## src/psq_pkg.sv

```systemverilog
// Package for the program sequencer and call stack
package psq_pkg;
    localparam int ADDR_W = 12;
    localparam int LOW_W = 8;
    localparam int HIGH_W = 4;
    localparam logic [ADDR_W-1:0] RESET_ADDR = 12'h000;
    localparam logic RESET_DEPTH = 1'b0;
    localparam logic [1:0] PAGE0 = 2'h0;
    localparam logic [4:0] LAST_WORD = 5'h1f;
    localparam logic [1:0] MAX_LEN = 2'h2;
    typedef enum logic [2:0] {
        PSQ_RUN = 3'b001,
        PSQ_FAULT = 3'b010,
        PSQ_RESTART = 3'b100
    } psq_state_type;
endpackage : psq_pkg

```

## src/psq_shared_word.sv

```systemverilog
// Return address storage whose low byte is the page0 last data word
`timescale 1ns/10ps
module psq_shared_word
    import psq_pkg::*;
(
    input wire logic clk,
    input wire logic save,
    input wire logic [ADDR_W-1:0] save_addr,
    input wire logic ram_write,
    input wire logic ram_sel,
    input wire logic [LOW_W-1:0] ram_wdata,
    output logic [ADDR_W-1:0] stored
);
    // ************************************************
    // No reset: contents survive a reset
    // ************************************************
    typedef struct packed {
        logic [ADDR_W-1:0] addr;
    } psq_word_type;
    psq_word_type r;
    psq_word_type next_r;

    always_comb begin
        next_r = r;
        if (save) begin
            next_r.addr = save_addr;
        end else if (ram_write && ram_sel) begin
            next_r.addr[LOW_W-1:0] = ram_wdata;
            next_r.addr[ADDR_W-1:LOW_W] = {HIGH_W{1'b0}};
        end
    end

    always_ff @(posedge clk) begin
        r <= next_r;
    end

    assign stored = r.addr;
endmodule : psq_shared_word

```

## src/psq_sequencer.sv

```systemverilog
// Program sequencer with single level call stack and fault reset
// ************************************************
// ************************************************
`timescale 1ns/10ps
module psq_sequencer
    import psq_pkg::*;
(
    input wire logic clk,
    input wire logic reset,
    input wire logic step,
    input wire logic [1:0] instr_len,
    input wire logic jump_taken,
    input wire logic call,
    input wire logic subroutine_exit,
    input wire logic [ADDR_W-1:0] operand_addr,
    input wire logic ram_write,
    input wire logic [1:0] ram_page,
    input wire logic [4:0] ram_addr,
    input wire logic [LOW_W-1:0] ram_wdata,
    output logic [ADDR_W-1:0] next_instr_addr,
    output logic stack_depth_bit,
    output logic [ADDR_W-1:0] return_addr_reg,
    output logic [LOW_W-1:0] page0_last_word,
    output logic system_reset
);
    // ************************************************
    // State
    // ************************************************
    typedef struct packed {
        psq_state_type state;
        logic [ADDR_W-1:0] pc;
        logic depth;
        logic sys_rst;
        logic [ADDR_W-1:0] ret_copy;
    } psq_seq_type;
    psq_seq_type r;
    psq_seq_type next_r;
    logic [ADDR_W-1:0] stored;
    logic save;
    logic ram_sel;
    logic fault;

    assign ram_sel = (ram_page == PAGE0) && (ram_addr == LAST_WORD);
    assign save = step && call && (r.state == PSQ_RUN) && !fault;
    // Call at depth 1 or return at depth 0 faults the core and pulses system_reset
    // Only a running core can fault; steps while restarting are dropped
    assign fault = step && (r.state == PSQ_RUN)
        && ((call && r.depth) || (subroutine_exit && !r.depth));

    psq_shared_word u_word (
        .clk(clk),
        .save(save),
        .save_addr(r.pc),
        .ram_write(ram_write),
        .ram_sel(ram_sel),
        .ram_wdata(ram_wdata),
        .stored(stored)
    );

    // Call with exit always faults, call or exit outranks jump, jump outranks advance
    always_comb begin
        next_r = r;
        // Visible copy lags storage by one cycle so the output is a flop
        next_r.ret_copy = stored;
        next_r.sys_rst = 1'b0;
        case (r.state)
            PSQ_RUN: begin
                if (fault) begin
                    next_r.state = PSQ_FAULT;
                    next_r.sys_rst = 1'b1;
                    next_r.pc = RESET_ADDR;
                    next_r.depth = RESET_DEPTH;
                end else if (step) begin
                    if (call) begin
                        next_r.pc = operand_addr;
                        next_r.depth = 1'b1;
                    end else if (subroutine_exit) begin
                        next_r.pc = stored;
                        next_r.depth = 1'b0;
                    end else if (jump_taken) begin
                        next_r.pc = operand_addr;
                    end else begin
                        next_r.pc = r.pc + ADDR_W'(instr_len);
                    end
                end
            end
            // Two dead cycles let the rest of the core see the pulse
            PSQ_FAULT: begin
                next_r.state = PSQ_RESTART;
            end
            PSQ_RESTART: begin
                next_r.state = PSQ_RUN;
            end
            default: begin
                next_r.state = PSQ_RUN;
            end
        endcase
    end

    always_ff @(posedge clk) begin
        if (reset) begin
            r.state <= PSQ_RUN;
            r.pc <= RESET_ADDR;
            r.depth <= RESET_DEPTH;
            r.sys_rst <= 1'b0;
            r.ret_copy <= next_r.ret_copy;
        end else begin
            r <= next_r;
        end
    end

    assign next_instr_addr = r.pc;
    assign stack_depth_bit = r.depth;
    assign return_addr_reg = r.ret_copy;
    assign page0_last_word = r.ret_copy[LOW_W-1:0];
    assign system_reset = r.sys_rst;

    // ************************************************
    // Checks
    // ************************************************
    chk_fault_pc: assert property (@(posedge clk) disable iff (reset)
        fault |=> (system_reset && next_instr_addr == RESET_ADDR && !stack_depth_bit))
        else $error("fault did not reset sequencer");
    chk_call_load: assert property (@(posedge clk) disable iff (reset)
        save |=> (next_instr_addr == $past(operand_addr) && stack_depth_bit))
        else $error("call did not load destination");
    chk_call_save: assert property (@(posedge clk) disable iff (reset)
        save |=> ##1 (return_addr_reg == $past(next_instr_addr, 2)))
        else $error("call did not save return address");
    chk_ret_restore: assert property (@(posedge clk) disable iff (reset)
        (step && subroutine_exit && r.depth && r.state == PSQ_RUN)
        |=> (next_instr_addr == $past(stored) && !stack_depth_bit))
        else $error("return did not restore counter");
    chk_seq_step: assert property (@(posedge clk) disable iff (reset)
        (r.state == PSQ_RUN && step && !call && !subroutine_exit && !jump_taken)
        |=> next_instr_addr == $past(next_instr_addr) + ADDR_W'($past(instr_len)))
        else $error("counter did not advance by length");
    chk_jump_load: assert property (@(posedge clk) disable iff (reset)
        (r.state == PSQ_RUN && step && jump_taken && !call && !subroutine_exit)
        |=> next_instr_addr == $past(operand_addr))
        else $error("jump did not load destination");
    chk_depth_hold: assert property (@(posedge clk) disable iff (reset)
        (!step) |=> $stable(stack_depth_bit))
        else $error("depth changed without call or return");
    chk_reset_pc: assert property (@(posedge clk)
        reset |=> (next_instr_addr == RESET_ADDR && !stack_depth_bit))
        else $error("reset did not clear counter");
    chk_ret_keep: assert property (@(posedge clk) disable iff (reset)
        (step && subroutine_exit && r.depth && r.state == PSQ_RUN && !ram_write)
        |=> ##1 $stable(return_addr_reg))
        else $error("return cleared saved address");

    // ************************************************
    // Fault recovery and shared word checks
    // ************************************************
    // Fault pulse lasts exactly one cycle
    chk_fault_pulse: assert property (@(posedge clk) disable iff (reset)
        system_reset |=> !system_reset)
        else $error("system reset pulse too long");

    // Core is back in service two cycles after the pulse
    chk_restart_run: assert property (@(posedge clk) disable iff (reset)
        system_reset |=> ##1 (r.state == PSQ_RUN))
        else $error("sequencer did not resume after fault");

    // Steps during recovery must not move the counter
    chk_refuse_pc: assert property (@(posedge clk) disable iff (reset)
        (r.state != PSQ_RUN) |=> $stable(next_instr_addr))
        else $error("counter moved during fault recovery");

    // Nor the depth bit
    chk_refuse_depth: assert property (@(posedge clk) disable iff (reset)
        (r.state != PSQ_RUN) |=> $stable(stack_depth_bit))
        else $error("depth moved during fault recovery");

    // Idle cycles hold the counter
    chk_idle_pc: assert property (@(posedge clk) disable iff (reset)
        (!step && r.state == PSQ_RUN) |=> $stable(next_instr_addr))
        else $error("counter moved without a step");

    // A faulting call must not overwrite the saved address
    chk_fault_keep: assert property (@(posedge clk) disable iff (reset)
        (fault && call && !ram_write) |=> ##1 $stable(return_addr_reg))
        else $error("faulting call changed saved address");

    // Data write to the shared word lands in the low byte
    chk_ram_low: assert property (@(posedge clk) disable iff (reset)
        (ram_write && ram_sel && !save)
        |=> ##1 (page0_last_word == $past(ram_wdata, 2)))
        else $error("shared word write lost");

    // Upper nibble reads zero after a data access
    chk_ram_high: assert property (@(posedge clk) disable iff (reset)
        (ram_write && ram_sel && !save)
        |=> ##1 (return_addr_reg[ADDR_W-1:LOW_W] == {HIGH_W{1'b0}}))
        else $error("upper nibble not cleared");

    // Writes to any other word leave the saved address alone
    chk_ram_other: assert property (@(posedge clk) disable iff (reset)
        (ram_write && !ram_sel && !save) |=> ##1 $stable(return_addr_reg))
        else $error("other data word changed saved address");
endmodule : psq_sequencer

```

## config.mk

```make
export PLATFORM = sky130hd
export DESIGN_NAME = psq_sequencer
export DESIGN_NICKNAME = d
export VERILOG_FILES = /design/src/psq_pkg.sv /design/src/psq_shared_word.sv /design/src/psq_sequencer.sv
export SDC_FILE = /design/constraint.sdc
export NUM_CORES = 1
export LEC_CHECK = 0
export BUFFER_PORTS_ARGS = -buffer_cell sky130_fd_sc_hd__buf_2
export CORE_MARGIN = 8
export CORE_UTILIZATION = 46
export DETAILED_ROUTE_END_ITERATION = 10
export PLACE_DENSITY = 0.73
export SLEW_MARGIN = 10
export SYNTH_ARGS = -nofsm -noshare
export SYNTH_HDL_FRONTEND = slang
export SYNTH_SLANG_ARGS = --single-unit
```

## constraint.sdc

```tcl
create_clock -name clk -period 2.65 [get_ports clk]
set_clock_uncertainty 0.15 [all_clocks]
set_input_delay 0.265 -clock clk [delete_from_list [all_inputs] [get_ports clk]]
set_output_delay 0.265 -clock clk [all_outputs]
set_load 0.01 [all_outputs]
```

Word level (Yosys, flattened, before mapping)
Index checks and enable logic that the tools add are counted.
W data, S select, Z words.
{"block": "op_classes", "n_eq_ne": 4, "reduce_logical": 19, "addsub": 1, "bitwise": 1, "n_mux": 11}
{"op": "$mux W12", "n": 4}
{"op": "$mux W13", "n": 3}
{"op": "$add A12 B2 Y12", "n": 1}
{"op": "$logic_and A1 B1 Y1", "n": 9}
{"op": "$pmux W3 S2", "n": 1}
{"op": "$eq A5 B5 Y1 const B", "n": 1}
{"op": "$reduce_bool A2 Y1", "n": 2}
{"op": "$eq A3 B1 Y1 const B", "n": 1}
{"op": "$eq A3 B2 Y1 const B", "n": 1}
{"op": "$mux W3", "n": 1}
{"op": "$reduce_and A3 Y1", "n": 1}
{"op": "$reduce_bool A3 Y1", "n": 1}
{"op": "$logic_not A1 Y1", "n": 2}
{"op": "$logic_not A2 Y1", "n": 1}
{"op": "$mux W1", "n": 2}
{"op": "$ne A2 B2 Y1 const B", "n": 1}
{"op": "$reduce_and A2 Y1", "n": 1}
{"op": "$reduce_or A2 Y1", "n": 1}
{"op": "$logic_or A1 B1 Y1", "n": 1}
{"op": "$not A1 Y1", "n": 1}
{"block": "word_totals", "inputBits": 36, "output_inout_bits": 34, "ff_bits": 41}

Depth between registers and ports, before layout
Gate-level depths: netlist (run 1).
{"block": "depth", "ltp_word": 7, "depth_mapped": 7}

Cells and area by module
From an unflattened synthesis (run 1), not the netlist that was laid out.
{"block": "unflattened", "cells_unflattened": 211, "hier_area_um2": 2170.8}
{"mod": "psq_sequencer", "seq_area_each_um2": 580.6, "n_inst": 1, "area_each_um2": 1651.6, "cells_each": 185}
{"mod": "psq_shared_word", "seq_area_each_um2": 360.3, "n_inst": 1, "area_each_um2": 519.2, "cells_each": 26}

Worst setup path after synthesis (run 1)
Ideal clock, no wire load.
{"block": "synth_timing", "path_type": "register to register", "start": "register r[26] (netlist bit)", "end": "register u_word.r (netlist bit u_word.stored[0]), enable pin", "path_stages_with_launch": 5, "setup_slack_ns": 0.736, "path_buffers": 1, "synth_period_minus_slack_ns": 1.914, "arrival_time_ns": 1.381, "setup_ns": 0.383, "path_cell_list": "dfxtp_1 and4bb_2 and3_1 buf_2 o21bai_1"}
{"block": "synth_via", "elab_chain_len": 6}
{"element": "from (decl)", "line_no": "psq_sequencer.sv:36", "text": "psq_seq_type r;"}
{"element": "from (signal assigned)", "line_no": "psq_sequencer.sv:108", "text": "r <= next_r;"}
{"element": "$eq A3 B1 Y1 *", "line_no": "psq_sequencer.sv:44, psq_sequencer.sv:47"}
{"element": "$logic_and A1 B1 Y1", "line_no": "psq_sequencer.sv:47", "text": "assign fault = step && (r.state == PSQ_RUN)"}
{"element": "$logic_and A1 B1 Y1", "line_no": "psq_sequencer.sv:48", "text": "&& ((call && r.depth) || (subroutine_exit && !r.depth));"}
{"element": "$logic_not A1 Y1", "line_no": "psq_sequencer.sv:44", "text": "assign save = step && call && (r.state == PSQ_RUN) && !fault;"}
{"element": "$logic_and A1 B1 Y1 *", "line_no": "psq_sequencer.sv:44"}
{"element": "$reduce_bool A2 Y1 (no line) *"}
{"element": "to (signal assigned)", "line_no": "psq_shared_word.sv:34", "text": "r <= next_r;"}
{"element": "to (decl)", "line_no": "psq_shared_word.sv:20", "text": "psq_word_type r;"}
Mark *: on every way between the ends. The rest lies on a longest branch, timed or not.
A chain may end at the register's enable or synchronous reset.

Worst setup path in the final report (run 1)
{"block": "layout_timing", "start": "register r (netlist bit next_instr_addr[0])", "end": "register r (netlist bit next_instr_addr[10])"}
{"block": "layout_via", "elab_chain_len": 6}
{"element": "$add A12 B2 Y12", "line_no": "psq_sequencer.sv:83", "text": "next_r.pc = r.pc + ADDR_W'(instr_len);"}
{"element": "$mux W12", "line_no": "psq_sequencer.sv:80", "text": "end else if (jump_taken) begin"}
{"element": "$mux W12", "line_no": "psq_sequencer.sv:77", "text": "end else if (subroutine_exit) begin"}
{"element": "$mux W13", "line_no": "psq_sequencer.sv:74", "text": "if (call) begin"}
{"element": "$mux W13", "line_no": "psq_sequencer.sv:73", "text": "end else if (step) begin"}
{"element": "$mux W13", "line_no": "psq_sequencer.sv:68", "text": "if (fault) begin"}
No other way between the ends. The select of a mux whose other input is x is not followed.

==> results of run 1 <==
-- kinds of logic after synthesis --
logic type                 after synthesis  synth area share
AOI/OAI and AO/OA                       55             0.181
xor gates and xnor gates                 3            0.0123
adders and majority gates                3            0.0211
buffers and inverters                   39             0.130
DFF                                     41             0.441
muxes                                    2            0.0117
and+or+nand+nor                         83             0.203
-- final cells by class --
class / count / area, µm²
Tap cell: 52 / 65.1
Clock buffer: 6 / 72.6
Inverter: 2 / 7.51
Clock inverter: 2 / 10.0
Timing Repair Buffer: 71 / 360
Fill cell: 425 / 2040
Sequential cell: 41 / 941
Multi-Input combinational cell: 146 / 915
-- per-stage QoR --
step           instances  setup slack, ns
2_1_floorplan        226            0.736
3_3_place_gp         312            0.741
3_5_place_dp         312            0.687
4_1_cts              320            0.664
5_1_grt              320            0.504
6_report             320            0.648
-- cell usage after synthesis (2+ instances only) --
cell type,count,share of area
buf_2,2,0.0047
nor2_1,14,0.025
or3_1,2,0.0059
ha_1,2,0.012
dfxtp_1,29,0.27
xor2_1,3,0.012
o21ai_0,5,0.012
nor3_2,2,0.0094
clkbuf_1,2,0.0035
a31oi_1,2,0.0059
edfxtp_1,12,0.17
o22ai_1,3,0.0088
a22oi_1,2,0.0070
buf_4,32,0.11
a22o_1,4,0.016
o211ai_1,2,0.0070
and3_1,2,0.0059
a21o_1,6,0.021
nand2b_1,2,0.0059
a21oi_1,13,0.031
nand2_1,38,0.067
o221ai_1,4,0.016
o32ai_1,3,0.012
and2_1,6,0.018
nand3_1,7,0.016
nand4_1,2,0.0059
-- routing by layer --
metal  global-route usage  routed length (µm)
met4               0.0440                  34
met3               0.0596                 349
met5                    0                   0
met2                0.229                2410
met1                0.177                2290
-- where the power goes --
group | internal, mW | total [mW] | switching [mW] | leakage [nW]
sequential | 0.671 | 0.696 | 0.0256 | 0.352
clock | 0.183 | 0.395 | 0.212 | 0.0450
combinational | 0.0787 | 0.178 | 0.0997 | 0.656
total | 0.932 | 1.27 | 0.337 | 1.05
-- final timing paths --
check,start,to,slack [ns],cells after the start
max,next_instr_addr[0]$_SDFFE_PP0P_,next_instr_addr[10]$_SDFFE_PP0P_,0.65,7
min,ram_wdata[2],u_word.stored[2]$_DFFE_PP_,0.08,3
max reg2reg,next_instr_addr[0]$_SDFFE_PP0P_,next_instr_addr[10]$_SDFFE_PP0P_,0.65,7
min reg2reg,u_word.stored[7]$_DFFE_PP_,return_addr_reg[7]$_DFF_P_,0.23,0
-- worst max-delay path, delay by kind of cell, from the launching register on --
family          cells  cell delay (ns)
compound gates      2             0.40
simple gates        3             0.50
flops               1             0.39
fa+ha+maj           2             0.46
-- cells in the final DEF, fill, tap and decap left out, types with 2 or more instances in the layout --
master / synthesis / layout
buf_2: 2 / 69
nand2_1: 38 / 38
dfxtp_1: 29 / 29
nor2_1: 14 / 14
a21oi_1: 13 / 13
edfxtp_1: 12 / 12
nand3_1: 7 / 7
and2_1: 6 / 6
a21o_1: 6 / 6
o21ai_0: 5 / 5
clkbuf_8: 0 / 5
a22o_1: 4 / 4
o221ai_1: 4 / 4
o22ai_1: 3 / 3
xor2_1: 3 / 3
o32ai_1: 3 / 3
and3_1: 2 / 2
nand4_1: 2 / 2
nor3_2: 2 / 2
nand2b_1: 2 / 2
a22oi_1: 2 / 2
or3_1: 2 / 2
a31oi_1: 2 / 2
o211ai_1: 2 / 2
ha_1: 2 / 2
clkinv_2: 0 / 2
buf_4: 32 / 2
==> metrics.md, run 1 <==
| Metric | Value |
|---|---|
| Outcome | complete, no violations |
| Worst VDD drop | 227 µV |
| Drt first-iter violations | 104 |
| # diodes | 0 |
| Core area | 0.00441 mm² |
| Post-DRT Antenna Nets | 0 |
| CP Max Fanout | 6 |
| Power density over the cells | 535 mW/mm² |
| CP endpoint kind | register |
| Total congestion overflow | 0 |
| Clk buf depth | 2 |
| RSZ-0062 raised after global routing | false |
| Final period util | 0.756 |
| Hold violation total from the final report | 0 |
| Average via count per standard cell | 5.37 |
| Area post-placement | 0.00229 mm² |
| Ys flop type | dfxtp_1 |
| Peak per-stage delay on the critical path | 0.39 ns |
| Vias in the first global route | 1771 |
| Setup Buffers After CTS | 0 |
| CTS resizes | 0 |
| Seq/Total Area, Yosys | 0.441 |
| Post-Syn Area | 0.00213 mm² |
| Die Span Y | 84.1 µm |
| Htree depth | 2 |
| Initial Util | 0.483 |
| Cts hold-fix bufs | 0 |
| Leak | 1.05 nW |
| Ys async rst share | 0 |
| Area delta synth->final | 11.2% |
| Slew @ Worst Pin | 0.518 ns |
| Rows | 24 |
| CP Class | reg -> reg |
| Syn_nets | 265 |
| Hold Crit Class | in -> reg |
| Die area | 0.00707 mm² |
| Worst path most repeated cell | nand3_1 |
| DRC viols | 0 |
| # port buffers | 69 |
| Clock Tree Root | clkbuf_8 |
| Pre-antenna DRT Iters | 4 |
| CTS clk-pin slew, worst paths | 0.08 ns |
| Share of cells above drive strength 1 | 0.328 |
| Mean area per synthesized cell | 9.43 µm² |
| Fmax | 499 MHz |
| CP Launch Type | register |
| GRT Total Usage | 0.146 |
| Tot Pwr | 1.27 mW |
| Placer Congestion | 0.907 |
| Fin Setup TNS | 0 ns |
| CTS sink cnt | 41 |
| Critical path data required time | 2.69 ns |
| Max Slew Vio Count | 0 |
| Final min period | 2.00 ns |
| Max Cap Viol | 0 |
| Synthesized instance count | 226 |
| Post-Route WL | 5.08 mm |
| Worst skew pair latency | 0.30 ns |
| Antenna violations before repair | 0 |
| Final #Nets | 306 |
| Die W | 84.1 µm |
| Crit-path cells | ha_1 > fa_1 > nand3_1 > nor2_1 > nand3_1 > a21o_1 > a22o_1 |
| Largest net degree at the start of global routing | 16 |
| Syn. warnings | 0 |
| Post-layout instance area | 0.00237 mm² |
| CTS Buf Count | 5 |
| CP max stage cell | dfxtp_1 |
| First-pass GRT wire length | 8.47 mm |
| IO Pins | 70 |
| Hold Slack | 0.0753 ns |
| WL per Instance | 15.9 µm |
| WP data arrival | 2.04 ns |
| Flops & latches, synth | 41 |
| Setup violators final | 0 |
| Final core utilization | 0.537 |
| Slew HR | 0.654 |
| CTS tree | done |
| Via count | 1719 |
| Post-synth EDFFs | 12 |
| DP HPWL | 3.94 mm |
| Synth cell types | 51 |
No activity file was read; power rests on OpenSTA's default activity.
==> inputs of run 2 (changes only) <==
- CORE_UTILIZATION: 46 -> 45
- PLACE_DENSITY: 0.73 -> 0.74
- clock period: 2.65 -> 1.83 ns (I/O delays scaled with it)
==> run 2 against run 1 <==
Against the previous run:
- power is 50% higher
- die area is 1.8% higher
- worst hold slack worse by 0.065 ns
- sequential power is 44% higher
- sequential share of layout area is 3.1 points lower
- non-clock buffer count is 19 higher
- sequential cell count stayed put
- critical path depth is 1 lower
- critical path type unchanged
- largest cell class is now multi-input gates
- largest power group unchanged
- highest routed layer unchanged
==> metrics.md, run 2 (synthesized netlist as in run 1, its figures left out) <==
| Metric | Value |
|---|---|
| Outcome | complete, no violations |
| Vias in the first global route | 1827 |
| Critical path data required time | 1.91 ns |
| Most frequent cells in the layout | buf_2, nand2_1, dfxtp_1, nor2_1, buf_4 |
| Initial Util | 0.457 |
| Clock power share | 0.315 |
| Power density over the cells | 742 mW/mm² |
| Net Sw Frac | 0.254 |
| CTS clk-pin slew, worst paths | 0.08 ns |
| DRC viols | 0 |
| Fin cells | 341 |
| Setup violators final | 0 |
| Leak | 1.14 nW |
| Crit-path cells | ha_4 > fa_2 > xor2_1 > mux2i_1 > a211o_1 > a21oi_2 |
| Core area | 0.00466 mm² |
| Max Slew Vio Count | 0 |
| First-pass GRT wire length | 8.63 mm |
| WL per Instance | 15.2 µm |
| Total congestion overflow | 0 |
| Register share of total power | 0.526 |
| CP Class | reg -> reg |
| Placer Congestion | 0.873 |
| Post-Route WL | 5.20 mm |
| Die area | 0.00720 mm² |
| Worst Setup SP | next_instr_addr[0]$_SDFFE_PP0P_ |
| Pre-CTS setup slack | 0.0171 ns |
| Bufs and invs on worst path | 0 |
| Average via count per standard cell | 5.33 |
| Max Cap Viol | 0 |
| Antenna violations before repair | 0 |
| Worst skew pair latency | 0.29 ns |
| Hold violation total from the final report | 0 |
| IO Pins | 70 |
| Area delta synth->final | 20.8% |
| R2R Path Start | next_instr_addr[0]$_SDFFE_PP0P_ |
| RSZ-0062 raised after global routing | true |
| Slew HR | 0.507 |
| Final #Nets | 325 |
| Fmax | 562 MHz |
| Commonest non-fill, non-tap cell in the layout | buf_2 |
| Dpl cells | 327 |
| Htree depth | 2 |
| Final core utilization | 0.552 |
| CP Launch Type | register |
| Worst Setup Slack, final | 0.0508 ns |
| # diodes | 0 |
| Sw power | 0.486 mW |
| Clock Tree Root | clkbuf_8 |
| CTS tree | done |
| CTS sink cnt | 41 |
| Comb pwr share | 0.159 |
| Worst VDD drop | 275 µV |
| CP max stage cell | fa_2 |
| Tot Pwr | 1.91 mW |
| Cell Int Power | 1.42 mW |
| Rows | 25 |
| Hold path start | ram_wdata[3] |
| Share of cells above drive strength 1 | 0.373 |
| Drt first-iter violations | 94 |
| CP Max Fanout | 2 |
| Post-DRT Antenna Nets | 0 |
| Peak per-stage delay on the critical path | 0.41 ns |
| Final min period | 1.78 ns |
| Via count | 1818 |
| Die Span Y | 84.8 µm |
| Clk buf depth | 2 |
| Fin Setup TNS | 0 ns |
| WP data arrival | 1.86 ns |
| DP HPWL | 3.97 mm |
| Slew @ Worst Pin | 0.738 ns |
| Hold Crit Class | in -> reg |
| Largest net degree at the start of global routing | 13 |
| Die W | 84.8 µm |
| Pre-antenna DRT Iters | 4 |
| Final period util | 0.972 |
| CP endpoint kind | register |
| Top delay family on crit path | adder cells |
| GRT Total Usage | 0.149 |
| Setup Buffers After CTS | 0 |
| CTS Buf Count | 5 |
| # port buffers | 69 |
run 2: changes by cell type in the layout (fill, tap and decap cells not counted), sizes merged:
cell	delta
buf	+13
dlygate4sd3	+6
clkbuf	+2
clkinv	-2
run 2: metrics by stage:
stage,instance area (µm²),hold WS (ns)
global placement,2390,0.205
CTS,2550,0.00139
finish,2570,0.00983
global route,2570,0.0201
detailed placement,2390,0.206
floorplan,2140,0.198
run 2: cell type report:
class                           instances  area, µm²
Inverter                                2       7.51
Fill cell                             420       2090
Clock buffer                            8       90.1
Timing Repair Buffer                   90        522
Sequential cell                        41        942
Multi-Input combinational cell        146        946
Tap cell                               54       67.6
run 2: worst paths after layout:
kind / end / slack (ns) / cells past startpoint
hold / removal: u_word.stored[3]$_DFFE_PP_ / 0.01 / 3
setup / recovery: next_instr_addr[2]$_SDFFE_PP0P_ / 0.05 / 6
hold reg to reg: return_addr_reg[1]$_DFF_P_ / 0.22 / 0
setup reg to reg: next_instr_addr[2]$_SDFFE_PP0P_ / 0.05 / 6
run 2: repair_timing:
item,in CTS,in global routing
pin swaps,0,4
endpoints found under the setup margin,1,7
hold buffers,6,0
endpoints found under the hold margin,6,0
gates resized for setup,2,6
run 2: routing by layer:
| metal | routed length (µm) | global-route usage |
|---|---|---|
| met5 | 0 | 0 |
| met4 | 106 | 0.0680 |
| met3 | 386 | 0.0521 |
| met2 | 2540 | 0.241 |
| met1 | 2170 | 0.173 |
run 2: worst reg2reg max path: cells and delay by family, from the launching register on:
family | cells | cell delay (ns)
adders and majority gates | 2 | 0.58
AOI/OAI and AO/OA | 2 | 0.43
muxes | 1 | 0.09
DFF | 1 | 0.34
xor gates and xnor gates | 1 | 0.14
run 2: power by group through the flow:
stage | sequential, mW | combinational [mW] | clock, mW
2_1_floorplan | 1.02 | 0.190 | 0
3_3_place_gp | 1.02 | 0.285 | 0
3_5_place_dp | 1.02 | 0.287 | 0
4_1_cts | 1.00 | 0.299 | 0.624
5_1_grt | 1.01 | 0.334 | 0.663
6_report | 1.00 | 0.303 | 0.602
